--- src/include/baboe_pkg.sv ---
// shared types and constants of the byte alu and bit operation datapath
// assumes one clock domain shared with the decoder and the file register store
package baboe_pkg;

	// datapath widths
	localparam int unsigned DATA_W = 8; // byte datapath
	localparam int unsigned FADDR_W = 7; // file address, locations 0 to 127
	localparam int unsigned BIT_IDX_W = 3; // bit index 0 to 7
	localparam int unsigned BUS_ADDR_W = 4; // register port address
	localparam int unsigned BUS_DATA_W = 32; // register port data

	// register port offsets, one aligned word each
	localparam logic [3:0] REG_ACC_OFF = 4'h0; // working accumulator
	localparam logic [3:0] REG_STATUS_OFF = 4'h4; // carry, digit carry, zero
	localparam logic [3:0] REG_CTRL_OFF = 4'h8; // execution enable
	localparam logic [3:0] REG_STATE_OFF = 4'hc; // busy and skip pending, read only

	// field positions
	localparam int unsigned STATUS_C_BIT = 0;
	localparam int unsigned STATUS_DC_BIT = 1;
	localparam int unsigned STATUS_Z_BIT = 2;
	localparam int unsigned CTRL_EN_BIT = 0;
	localparam int unsigned STATE_BUSY_BIT = 0;
	localparam int unsigned STATE_SKIP_BIT = 1;

	// values after reset
	localparam logic [7:0] ACC_RST = 8'h00;
	localparam logic CTRL_EN_RST = 1'b1;
	localparam logic [7:0] ZERO_BYTE = 8'h00; // cleared file register value
	localparam logic [31:0] BUS_IDLE = 32'h0000_0000; // read data between reads

	// operations this datapath executes
	typedef enum logic [2:0] {
		add_literal_op,
		and_literal_op,
		add_file_op,
		and_file_op,
		bit_clear_op,
		bit_set_op,
		skip_if_bit_set_op,
		clear_file_op
	} baboe_op_type;

	// one decoded instruction from the decoder
	typedef struct packed {
		baboe_op_type op; // operation
		logic [7:0] literal; // immediate for literal operations
		logic [6:0] file_addr; // addressed file register
		logic dest_file; // 0 accumulator, 1 file register
		logic [2:0] bit_idx; // selected bit
	} baboe_req_type;

	// status flags
	typedef struct packed {
		logic zero;
		logic digit_carry_flag;
		logic carry;
	} baboe_flags_type;

	localparam baboe_flags_type FLAGS_RST = '{zero: 1'b0, digit_carry_flag: 1'b0, carry: 1'b0};

endpackage : baboe_pkg

--- src/baboe_adder.sv ---
// byte adder with carry out of the top bit and of bit 3
// assumes purely combinational use; the caller registers the results
`timescale 1ns/100ps

module baboe_adder #(
	parameter int unsigned WIDTH = 8
) (
	input wire logic [WIDTH-1:0] a_in,
	input wire logic [WIDTH-1:0] b_in,
	output logic [WIDTH-1:0] sum_out,
	output logic carry_out,
	output logic digit_carry_out
);

	// the digit carry taps bit 3, so narrower words make no sense
	generate
		if (WIDTH < 8 || (WIDTH % 4) != 0) begin : g_bad_width
			$error("baboe_adder: width must be a multiple of 4, at least 8");
		end
	endgenerate

	logic [WIDTH:0] full_sum; // sum with carry out of the top bit
	logic [4:0] low_sum; // low nibble sum with carry out of bit 3

	// add once for the whole word, once for the low nibble
	always_comb begin
		full_sum = {1'b0, a_in} + {1'b0, b_in};
		low_sum = {1'b0, a_in[3:0]} + {1'b0, b_in[3:0]};
		sum_out = full_sum[WIDTH-1:0];
		carry_out = full_sum[WIDTH];
		digit_carry_out = low_sum[4];
	end

endmodule : baboe_adder

--- src/baboe_exec.sv ---
// execution datapath: literal and file add/and, bit clear/set, bit test skip, file clear
// assumes decoder and file register store share ref_clk_in and srst_in;
// file store returns read data the cycle after file_re_out, with port pin levels beside it
//
// Contract
// - add literal to accumulator, update c dc z
// - and literal into accumulator, update z only
// - and file with accumulator, to destination, z
// - add file to accumulator, to destination, c dc z
// - destination bit: 0 accumulator, 1 file
// - file operand is 7-bit address 0..127
// - bit clear zeroes one bit, no flags
// - bit set raises one bit, no flags
// - set test bit: discard next, run nop
// - clear test bit: next runs, no flags
// - file clear writes zero, sets zero flag
// - port registers use pin levels as source
// - true conditional test takes two cycles; here the test takes three cycles and the discarded next op one more
//
// The address-and-strobe port and the register offsets were chosen for this implementation.
`timescale 1ns/100ps

module baboe_exec (
	input wire logic ref_clk_in,
	input wire logic srst_in,
	input wire logic ce_in,
	// decoder side
	input wire logic req_valid_in,
	input wire baboe_pkg::baboe_req_type req_in,
	output logic req_ready_out,
	output logic done_out,
	output logic squashed_out,
	output logic skip_out,
	// file register store side
	output logic [6:0] file_addr_out,
	output logic file_re_out,
	input wire logic [7:0] file_rdata_in,
	input wire logic file_is_port_in,
	input wire logic [7:0] file_pin_data_in,
	output logic file_we_out,
	output logic [7:0] file_wdata_out,
	// architectural state
	output logic [7:0] acc_out,
	output baboe_pkg::baboe_flags_type flags_out,
	// register port
	input wire logic [3:0] bus_addr_in,
	input wire logic [31:0] bus_wdata_in,
	input wire logic bus_we_in,
	input wire logic bus_re_in,
	output logic [31:0] bus_rdata_out
);

	// one-hot mask of the selected bit
	function automatic logic [7:0] bit_mask(input logic [2:0] idx);
		bit_mask = 8'h01 << idx;
	endfunction : bit_mask

	// true when a byte is all zeros
	function automatic logic is_zero(input logic [7:0] v);
		is_zero = (v == baboe_pkg::ZERO_BYTE);
	endfunction : is_zero

	// low byte of the register port write data
	function automatic logic [7:0] bus_wr_data_byte(input logic [31:0] d);
		bus_wr_data_byte = d[7:0];
	endfunction : bus_wr_data_byte

	typedef enum logic [1:0] {
		st_idle,
		st_read,
		st_exec
	} baboe_state_type;

	baboe_state_type state_r; // sequencer state
	baboe_pkg::baboe_req_type req_r; // instruction in flight
	logic [7:0] acc_r; // working accumulator
	baboe_pkg::baboe_flags_type flags_r; // status flags
	logic ctrl_en_r; // software execution enable
	logic skip_pend_r; // next accepted instruction runs as nop
	logic ready_r; // decoder may issue
	logic done_r; // instruction retired
	logic squashed_r; // retired instruction was discarded
	logic skip_r; // test was true this instruction
	logic [6:0] faddr_r; // file address to the store
	logic fre_r; // file read strobe
	logic fwe_r; // file write strobe
	logic [7:0] fwdata_r; // file write data
	logic [31:0] rdata_r; // register port read data

	logic accept; // instruction taken this cycle
	logic is_literal; // operation uses the immediate
	logic [7:0] file_opnd; // source byte from the file store
	logic [7:0] opnd_b; // second alu operand
	logic [7:0] add_sum; // adder result
	logic add_c; // carry out of bit 7
	logic add_dc; // carry out of bit 3
	logic [7:0] result; // byte produced by the operation
	logic wr_acc; // result goes to the accumulator
	logic wr_file; // result goes to the file register
	logic upd_z; // zero flag changes
	logic upd_cdc; // carry and digit carry change
	logic new_z; // new zero flag value
	logic test_true; // tested bit is one
	logic bus_wr_acc; // software writes the accumulator
	logic bus_wr_status; // software writes the flags
	logic bus_wr_ctrl; // software writes the enable

	assign accept = ce_in && req_valid_in && ready_r && (state_r == st_idle);
	assign is_literal = (req_r.op == baboe_pkg::add_literal_op) ||
		(req_r.op == baboe_pkg::and_literal_op);
	assign bus_wr_acc = ce_in && bus_we_in && (bus_addr_in == baboe_pkg::REG_ACC_OFF);
	assign bus_wr_status = ce_in && bus_we_in && (bus_addr_in == baboe_pkg::REG_STATUS_OFF);
	assign bus_wr_ctrl = ce_in && bus_we_in && (bus_addr_in == baboe_pkg::REG_CTRL_OFF);

	// port registers feed back what the pins show, not the output latch
	assign file_opnd = file_is_port_in ? file_pin_data_in : file_rdata_in;
	assign opnd_b = is_literal ? req_r.literal : file_opnd;

	// shared adder for both add operations
	baboe_adder #(
		.WIDTH(baboe_pkg::DATA_W)
	) u_adder (
		.a_in(acc_r),
		.b_in(opnd_b),
		.sum_out(add_sum),
		.carry_out(add_c),
		.digit_carry_out(add_dc)
	);

	// operation decode in the execute cycle
	always_comb begin
		result = add_sum;
		wr_acc = 1'b0;
		wr_file = 1'b0;
		upd_z = 1'b0;
		upd_cdc = 1'b0;
		test_true = file_opnd[req_r.bit_idx];
		case (req_r.op)
			baboe_pkg::add_literal_op: begin
				result = add_sum;
				wr_acc = 1'b1;
				upd_z = 1'b1;
				upd_cdc = 1'b1;
			end
			baboe_pkg::and_literal_op: begin
				result = acc_r & req_r.literal;
				wr_acc = 1'b1;
				upd_z = 1'b1;
			end
			baboe_pkg::add_file_op: begin
				result = add_sum;
				wr_acc = !req_r.dest_file;
				wr_file = req_r.dest_file;
				upd_z = 1'b1;
				upd_cdc = 1'b1;
			end
			baboe_pkg::and_file_op: begin
				result = acc_r & file_opnd;
				wr_acc = !req_r.dest_file;
				wr_file = req_r.dest_file;
				upd_z = 1'b1;
			end
			baboe_pkg::bit_clear_op: begin
				result = file_opnd & ~bit_mask(req_r.bit_idx);
				wr_file = 1'b1;
			end
			baboe_pkg::bit_set_op: begin
				result = file_opnd | bit_mask(req_r.bit_idx);
				wr_file = 1'b1;
			end
			baboe_pkg::skip_if_bit_set_op: begin
				// a test writes nothing and leaves every flag alone
				result = file_opnd;
			end
			baboe_pkg::clear_file_op: begin
				result = baboe_pkg::ZERO_BYTE;
				wr_file = 1'b1;
				upd_z = 1'b1;
			end
			default: begin
				result = add_sum;
			end
		endcase
		new_z = is_zero(result);
	end

	// sequencer: idle, optional file read, execute
	always_ff @(posedge ref_clk_in) begin
		if (srst_in) begin
			state_r <= st_idle;
			ready_r <= 1'b0;
		end else if (ce_in) begin
			case (state_r)
				st_idle: begin
					if (accept && skip_pend_r) begin
						// discarded instruction retires now as the nop cycle
						ready_r <= ctrl_en_r;
					end else if (accept) begin
						ready_r <= 1'b0;
						// literal ops and file clear need no source byte
						if (req_in.op == baboe_pkg::add_literal_op ||
							req_in.op == baboe_pkg::and_literal_op ||
							req_in.op == baboe_pkg::clear_file_op) begin
							state_r <= st_exec;
						end else begin
							state_r <= st_read;
						end
					end else begin
						// enable changes only gate new issue, never one in flight
						ready_r <= ctrl_en_r;
					end
				end
				st_read: begin
					state_r <= st_exec;
				end
				st_exec: begin
					state_r <= st_idle;
					ready_r <= ctrl_en_r;
				end
				default: begin
					state_r <= st_idle;
					ready_r <= 1'b0;
				end
			endcase
		end
	end

	// latch the instruction and address the file store
	always_ff @(posedge ref_clk_in) begin
		if (srst_in) begin
			req_r <= '0;
			faddr_r <= 7'h00;
			fre_r <= 1'b0;
		end else if (ce_in) begin
			fre_r <= 1'b0;
			if (accept && !skip_pend_r) begin
				req_r <= req_in;
				faddr_r <= req_in.file_addr;
				// read strobe only where a source byte is needed
				fre_r <= !(req_in.op == baboe_pkg::add_literal_op ||
					req_in.op == baboe_pkg::and_literal_op ||
					req_in.op == baboe_pkg::clear_file_op);
			end
		end
	end

	// file write and retire strobes, one cycle each
	always_ff @(posedge ref_clk_in) begin
		if (srst_in) begin
			fwe_r <= 1'b0;
			fwdata_r <= baboe_pkg::ZERO_BYTE;
			done_r <= 1'b0;
			squashed_r <= 1'b0;
			skip_r <= 1'b0;
		end else if (ce_in) begin
			fwe_r <= 1'b0;
			done_r <= 1'b0;
			squashed_r <= 1'b0;
			skip_r <= 1'b0;
			if (state_r == st_exec) begin
				fwe_r <= wr_file;
				fwdata_r <= result;
				done_r <= 1'b1;
				skip_r <= (req_r.op == baboe_pkg::skip_if_bit_set_op) && test_true;
			end else if (accept && skip_pend_r) begin
				done_r <= 1'b1;
				squashed_r <= 1'b1;
			end
		end
	end

	// skip pending: armed by a true test, spent on the next issued instruction
	always_ff @(posedge ref_clk_in) begin
		if (srst_in) begin
			skip_pend_r <= 1'b0;
		end else if (ce_in) begin
			if (state_r == st_exec && req_r.op == baboe_pkg::skip_if_bit_set_op) begin
				skip_pend_r <= test_true;
			end else if (accept) begin
				skip_pend_r <= 1'b0;
			end
		end
	end

	// accumulator; a retiring instruction wins over a software write
	always_ff @(posedge ref_clk_in) begin
		if (srst_in) begin
			acc_r <= baboe_pkg::ACC_RST;
		end else if (ce_in) begin
			if (state_r == st_exec && wr_acc) begin
				acc_r <= result;
			end else if (bus_wr_acc) begin
				acc_r <= bus_wr_data_byte(bus_wdata_in);
			end
		end
	end

	// flags; hardware updates win so no event is lost to a software write
	always_ff @(posedge ref_clk_in) begin
		if (srst_in) begin
			flags_r <= baboe_pkg::FLAGS_RST;
		end else if (ce_in) begin
			if (state_r == st_exec && (upd_z || upd_cdc)) begin
				if (upd_z) begin
					flags_r.zero <= new_z;
				end
				if (upd_cdc) begin
					flags_r.carry <= add_c;
					flags_r.digit_carry_flag <= add_dc;
				end
			end else if (bus_wr_status) begin
				flags_r.carry <= bus_wdata_in[baboe_pkg::STATUS_C_BIT];
				flags_r.digit_carry_flag <= bus_wdata_in[baboe_pkg::STATUS_DC_BIT];
				flags_r.zero <= bus_wdata_in[baboe_pkg::STATUS_Z_BIT];
			end
		end
	end

	// execution enable written by software
	always_ff @(posedge ref_clk_in) begin
		if (srst_in) begin
			ctrl_en_r <= baboe_pkg::CTRL_EN_RST;
		end else if (bus_wr_ctrl) begin
			ctrl_en_r <= bus_wdata_in[baboe_pkg::CTRL_EN_BIT];
		end
	end

	// register port read data, valid only in the cycle after the strobe
	always_ff @(posedge ref_clk_in) begin
		if (srst_in) begin
			rdata_r <= baboe_pkg::BUS_IDLE;
		end else if (ce_in) begin
			rdata_r <= baboe_pkg::BUS_IDLE;
			if (bus_re_in) begin
				case (bus_addr_in)
					baboe_pkg::REG_ACC_OFF: begin
						rdata_r <= {24'h00_0000, acc_r};
					end
					baboe_pkg::REG_STATUS_OFF: begin
						rdata_r <= {29'h0000_0000, flags_r.zero,
							flags_r.digit_carry_flag, flags_r.carry};
					end
					baboe_pkg::REG_CTRL_OFF: begin
						rdata_r <= {31'h0000_0000, ctrl_en_r};
					end
					baboe_pkg::REG_STATE_OFF: begin
						rdata_r <= {30'h0000_0000, skip_pend_r, (state_r != st_idle)};
					end
					default: begin
						// unmapped offsets read as zero
						rdata_r <= baboe_pkg::BUS_IDLE;
					end
				endcase
			end
		end
	end

	// every output straight from a flip-flop
	assign req_ready_out = ready_r;
	assign done_out = done_r;
	assign squashed_out = squashed_r;
	assign skip_out = skip_r;
	assign file_addr_out = faddr_r;
	assign file_re_out = fre_r;
	assign file_we_out = fwe_r;
	assign file_wdata_out = fwdata_r;
	assign acc_out = acc_r;
	assign flags_out = flags_r;
	assign bus_rdata_out = rdata_r;

endmodule : baboe_exec

--- config.mk ---
export PLATFORM = sky130hd
export DESIGN_NAME = baboe_exec
export DESIGN_NICKNAME = d
export VERILOG_FILES = /design/src/include/baboe_pkg.sv /design/src/baboe_adder.sv /design/src/baboe_exec.sv
export SDC_FILE = /design/constraint.sdc
export NUM_CORES = 1
export LEC_CHECK = 0
export BUFFER_PORTS_ARGS = -buffer_cell sky130_fd_sc_hd__buf_2
export CAP_MARGIN = 30
export CORE_UTILIZATION = 49
export DETAILED_ROUTE_END_ITERATION = 16
export PLACE_DENSITY = 0.89
export SLEW_MARGIN = 25
export SYNTH_ARGS = -nofsm -noshare
export SYNTH_HDL_FRONTEND = slang
export SYNTH_SLANG_ARGS = --single-unit
--- constraint.sdc ---
create_clock -name ref_clk_in -period 3.45 [get_ports ref_clk_in]
set_input_delay 0.5175 -clock ref_clk_in [delete_from_list [all_inputs] [get_ports ref_clk_in]]
set_output_delay 0.5175 -clock ref_clk_in [all_outputs]
set_load 0.02 [all_outputs]
Word level (Yosys, flattened, before mapping)
Cells that the tools add are included.
- $add $sub $neg: 2
- $lt $le $gt $ge: 1
- equality and inequality tests: 18
- shift-type cells: 1
- muxes and demuxes: 32
- bitwise operators: 6
- reductions and logical operators: 42
- operators with widths (kind ; number):
    8-bit case mux with 7 select lines ; 1
    8-bit two-way mux ; 5
    8-bit case mux with 4 select lines ; 1
    8-bit bitwise AND ; 3
    3-bit equality test, second input constant ; 5
    1-bit two-way mux ; 14
    1-bit logical AND ; 13
    2-bit AND reduction ; 5
    8-bit by 8-bit adder with 9-bit output ; 1
    3-bit AND reduction ; 3
    4-bit equality test, second input constant ; 2
    8-bit zero test ; 1
    2-bit two-way mux ; 4
    2-bit != test, second input constant ; 4
    8-bit inverter ; 1
    8-bit bitwise OR ; 1
    2-bit nonzero test ; 4
    1-bit by 3-bit left shift with 8-bit output, first input constant ; 1
    3-bit by 1-bit equality test with 1-bit output, second input constant ; 2
    3-bit by 2-bit equality test with 1-bit output, second input constant ; 2
    3-bit zero test ; 2
    3-bit two-way mux ; 2
    2-bit OR reduction ; 3
    4-bit by 4-bit adder with 5-bit output ; 1
    15 further kinds ; 21
- register bits after elaboration: 83
- bits of input ports: 81
- output and inout bits: 64
- word-level logic and storage cells: 122

Longest topological paths before layout
- word-level depth: 8
- mapped depth: 13
- mapped depth without buffers: 12

Modules after synthesis
Synthesis repeated with hierarchy kept, for this count alone.
- cell total of the unflattened synthesis: 478
- area, all modules: 3744.8 um^2
- by module, submodules not included (module ; times used ; cells each ; area an instance (um^2) ; sequential area each (um^2)):
    baboe_exec ; 1 ; 440 ; 3435.8 ; 1181.1
    baboe_adder ; 1 ; 38 ; 309.0 ; 0.0

Least setup slack after synthesis
No wires, ideal clock.
- kind: register to register
- from: register req_r[21] (netlist name)
- to: register flags_r, in the netlist flags_out[2]
- setup time: 0.116 ns
- data arrival time: 2.898 ns
- data required time: 3.334 ns
- slack: 0.436 ns
- cell stages (with the launch flop): 14
- buffers on the path: 2
- period minus slack after synthesis: 3.014 ns
- cell sequence: dfxtp_1 -> buf_2 -> inv_1 -> nand2_1 -> clkbuf_1 -> a21oi_1 -> ha_1 -> fa_1 -> nand3_1 -> a21oi_1 -> o21a_1 -> o41ai_1 -> nor4_1 -> a31o_1
- cells in the longest elaborated chain, start to end: 8
- elaborated cells on any way between the ends: 24
- those cells by class: add/sub: 1; eq/ne: 8; mux: 6; reduce/logical: 9
- RTL lines (what ; RTL line ; RTL):
    from (decl) ; baboe_exec.sv:75 ; baboe_pkg::baboe_req_type req_r;
    from (signal assigned) ; baboe_exec.sv:237 ; req_r <= req_in;
    3-bit by 1-bit equality test with 1-bit output or 3-bit zero test (tied branches) ; baboe_exec.sv:110, baboe_exec.sv:138, baboe_exec.sv:109 ;
    1-bit logical OR ; baboe_exec.sv:109 ; assign is_literal = (req_r.op == baboe_pkg::add_literal_op) ||
    8-bit two-way mux ; baboe_exec.sv:117 ; assign opnd_b = is_literal ? req_r.literal : file_opnd;
    8-bit by 8-bit adder with 9-bit output ; baboe_adder.sv:27 ; full_sum = {1'b0, a_in} + {1'b0, b_in};
    8-bit case mux with 7 select lines ; baboe_exec.sv:138 ; case (req_r.op)
    8-bit zero test ; baboe_exec.sv:60 ; is_zero = (v == baboe_pkg::ZERO_BYTE);
    1-bit two-way mux ; baboe_exec.sv:304 ; if (upd_z) begin
    3-bit two-way mux ; baboe_exec.sv:303 ; if (state_r == st_exec && (upd_z || upd_cdc)) begin
    to (signal assigned) ; baboe_exec.sv:301 ; flags_r <= baboe_pkg::FLAGS_RST;
    to (decl) ; baboe_exec.sv:77 ; baboe_pkg::baboe_flags_type flags_r;
Parallel ways exist; a longest one is shown, timed or not. The select of a mux whose other input is x is not followed.
A chain may end at the register's enable or synchronous reset.

Worst setup path after layout
- from: register req_r[20] (netlist name)
- to: register flags_r, in the netlist flags_out[2]
Same word-level chain as after synthesis.

==> impl_metrics.csv <==
group,metric,value,unit
synth,sequential_to_total_area_share_from_yosys_stat,32.4,%
clock_network,cts.sink_count,59,
layout,fin_nets,666,
drt,route.detailed.wl_per_inst,15.1,um
clock_network,cts-buffers-inserted,9,
clock_network,post_cts_resized,0,
clock_network,ctsRootBufferMaster,"sky130_fd_sc_hd__clkbuf_8",
clock_network,clkTransAtPathRegs,0.07,ns
drt,via_count,3772,
pwr,power.static_leakage,1.86,nW
critical_path,end_kind,"flip-flop",
placement,placed_instances,661,
timing,max_slew_margin,56.1,%
drt,ant_nets,0,
clock_network,cts.path.max_buffers,2,
synth,avgSynthCellArea,7.56,um2
placement,portBuffers,96,
placement,hpwlAfterDp,7.71,mm
critical_path,cp.required,3.69,ns
timing,timing.final.crit_period,2.84,ns
synth,synth_top_area_cell,"sky130_fd_sc_hd__dfxtp_1",
drt,drt_wl_total,10.2,mm
clock_network,clock_tree_from_tritoncts,"yes",
drt,detailedRoute.firstIterationViolations,307,
global_route,antenna_found_initial,0,
drt,drcViolationCount,0,
critical_path,criticalPathCategory,"reg2reg",
placement,post_dp_cell_area,0.00412,mm2
clock_network,postCtsSetupBuffers,0,
clock_network,cts_hold_repair.buffers,0,
die,die_area,0.00779,mm2
timing,grt_setup_unrepaired,"false",
critical_path,timing.critical_path.from_type,"flip-flop",
global_route,track_usage,26.7,%
layout,layout-drive-gt1-share,22.7,%
timing,final.setup.worst_slack,0.612,ns
layout,diodes,0,
drt,drt-pass1-iter-count,7,
die,core,0.00721,mm2
die,die_w,88.3,um
synth,synth.top_cells.by_area,"sky130_fd_sc_hd__dfxtp_1 32%, sky130_fd_sc_hd__a21oi_1 9.1%, sky130_fd_sc_hd__nand2_1 9.1%",
die,row_count,31,
synth,yosysTopAreaCellShare,32.4,%
clock_network,htree_num_levels,3,
synth,synth_warnings,0,
drt,drt-vias-per-instance,5.57,
die,ios,145,
timing,timing.final.max_slew_violations,0,
critical_path,arrival_time_reported_for_the_critical_path_endpoint,3.07,ns
synth,synth_enable_flop_cells,0,
synth,synthFlopType,"sky130_fd_sc_hd__dfxtp_1",
run_status,status,"complete, no violations",
global_route,pin_count_of_the_biggest_net_entering_global_routing,34,
synth,asyncSetResetFlopFracSynth,0,%
synth,unique_masters_post_synth,63,
flow_run,max_cap_violations,0,
layout,design_area,0.00433,mm2
timing,finClkSkew,0.0130,ns
timing,fin_worst_hold_slack,0.408,ns
timing,fin_tns_setup,0,ns
placement,gpl.final_weighted_congestion,0.953,
global_route,wire_length_of_the_first_global_routing_pass,15.8,mm
global_route,first_global_vias,3318,
die,floorplan.initialDensity,50.5,%
synth,post_synth_inst_count,482,
global_route,grt_overflow_total,0,
synth,synth_seq_cells,59,
layout,final_common_cell,"sky130_fd_sc_hd__buf_2",
timing,setup-violations-final,0,
min_path,hp-class,"in2reg",
pwr,sum_of_internal_switching_and_leakage_power,1.60,mW
layout,finish.utilization,60.0,%
timing,finalCritPeriodShare,82.2,%
pwr,max-vdd-ir-drop,260,uV
pwr,ratio_of_total_power_to_cell_area,370,mW/mm2
die,floorplan.die.height,88.3,um
timing,actual_transition_at_the_worst_max_transition_pin,0.659,ns
timing,timing.final.hold_violations,0,
layout,instances_no_fill,677,
clock_network,clkLatencyLatePin,0.34,ns
layout,synthToLayoutAreaGrowth,18.6,%
placement,place_ws,0.362,ns
critical_path,max_fo_critical_path,9,
layout,mostFrequentLayoutCells,"96 x sky130_fd_sc_hd__buf_2, 88 x sky130_fd_sc_hd__nand2_1, 66 x sky130_fd_sc_hd__a21oi_1",
synth,synthesis.area,0.00365,mm2
timing,fmaxAchievable,352,MHz
==> layer usage <==
metal	track usage (%)	vias to the layer above	wire length, um
met5	0	-	0
met4	9.53	0	142
met3	5.13	14	730
met2	44.2	173	4920
met1	34.7	1739	4420
li1	-	1846	-
==> Yosys cell counts, types with 3 or more instances <==
master and instances:
sky130_fd_sc_hd__a211o_1 3, sky130_fd_sc_hd__a211oi_1 8, sky130_fd_sc_hd__a21oi_1 66, sky130_fd_sc_hd__a22oi_1 5
sky130_fd_sc_hd__a311oi_1 4, sky130_fd_sc_hd__a31oi_1 7, sky130_fd_sc_hd__buf_2 7, sky130_fd_sc_hd__buf_4 26
sky130_fd_sc_hd__clkbuf_1 18, sky130_fd_sc_hd__dfxtp_1 59, sky130_fd_sc_hd__ha_1 11, sky130_fd_sc_hd__inv_1 6
sky130_fd_sc_hd__mux2i_1 15, sky130_fd_sc_hd__nand2_1 88, sky130_fd_sc_hd__nand2b_1 7, sky130_fd_sc_hd__nand3_1 12
sky130_fd_sc_hd__nor2_1 47, sky130_fd_sc_hd__nor2b_1 6, sky130_fd_sc_hd__nor3_1 8, sky130_fd_sc_hd__o211ai_1 3
sky130_fd_sc_hd__o21ai_0 17, sky130_fd_sc_hd__or3_1 4
==> final timing paths <==
| check | startpoint | end | slack, ns | cells after the start |
|---|---|---|---|---|
| worst max-delay path | req_r[20] | flags_out[2] | 0.61 | 13 |
| worst min-delay path | req_in[9] | file_addr_out[5] | 0.41 | 3 |
| worst max register to register | req_r[20] | flags_out[2] | 0.61 | 13 |
| worst min register to register | file_addr_out[1] | file_addr_out[1] | 0.46 | 2 |
==> final cells by class <==
type                            count  area [um2]
Fill cell                         662        2890
Tap cell                           99         124
Clock buffer                       12         155
Inverter                            7        26.3
Timing Repair Buffer              110         586
Sequential cell                    59        1180
Clock inverter                      4        48.8
Multi-Input combinational cell    386        2200
==> state kept, by name (all words and copies together), names as in the netlist <==
signal	cells
req_ready_out	1
ctrl_en_r	1
skip_out	1
squashed_out	1
file_addr_out	7
file_we_out	1
file_re_out	1
bus_rdata_out	8
done_out	1
state_r	2
file_wdata_out	8
flags_out	3
acc_out	8
req_r	15
skip_pend_r	1
==> critical path, cell delays in order, from the launching register on <==
cell and delay (ns):
sky130_fd_sc_hd__dfxtp_1 0.31, sky130_fd_sc_hd__inv_1 0.13, sky130_fd_sc_hd__nand2_1 0.22, sky130_fd_sc_hd__nor2_1 0.15, sky130_fd_sc_hd__a21oi_1 0.05, sky130_fd_sc_hd__ha_1 0.22, sky130_fd_sc_hd__fa_1 0.43, sky130_fd_sc_hd__nand3_1 0.18
sky130_fd_sc_hd__a21oi_1 0.12, sky130_fd_sc_hd__o21a_1 0.20, sky130_fd_sc_hd__o41ai_1 0.26, sky130_fd_sc_hd__buf_4 0.18, sky130_fd_sc_hd__nor4_1 0.05, sky130_fd_sc_hd__a31o_1 0.23
==> logic make-up (layout without fill, tap and decap cells) <==
logic type	Yosys count	count (layout)	share of synthesized area [%]
buf+inv	60	133	9.51
xor+xnor	3	3	0.721
fa+ha+maj	12	12	4.32
flops	59	59	32.4
compound gates	136	136	23.0
other cells	1	24	0.103
simple gates	193	193	24.3
mux	18	18	5.66
==> power by group <==
part	internal [mW]	leakage [nW]	total, mW	switching, mW
sequential	0.693	0.477	0.708	0.0148
combinational	0.0926	1.28	0.247	0.154
clock	0.372	0.106	0.645	0.274
No activity file was read; power rests on OpenSTA's default activity.
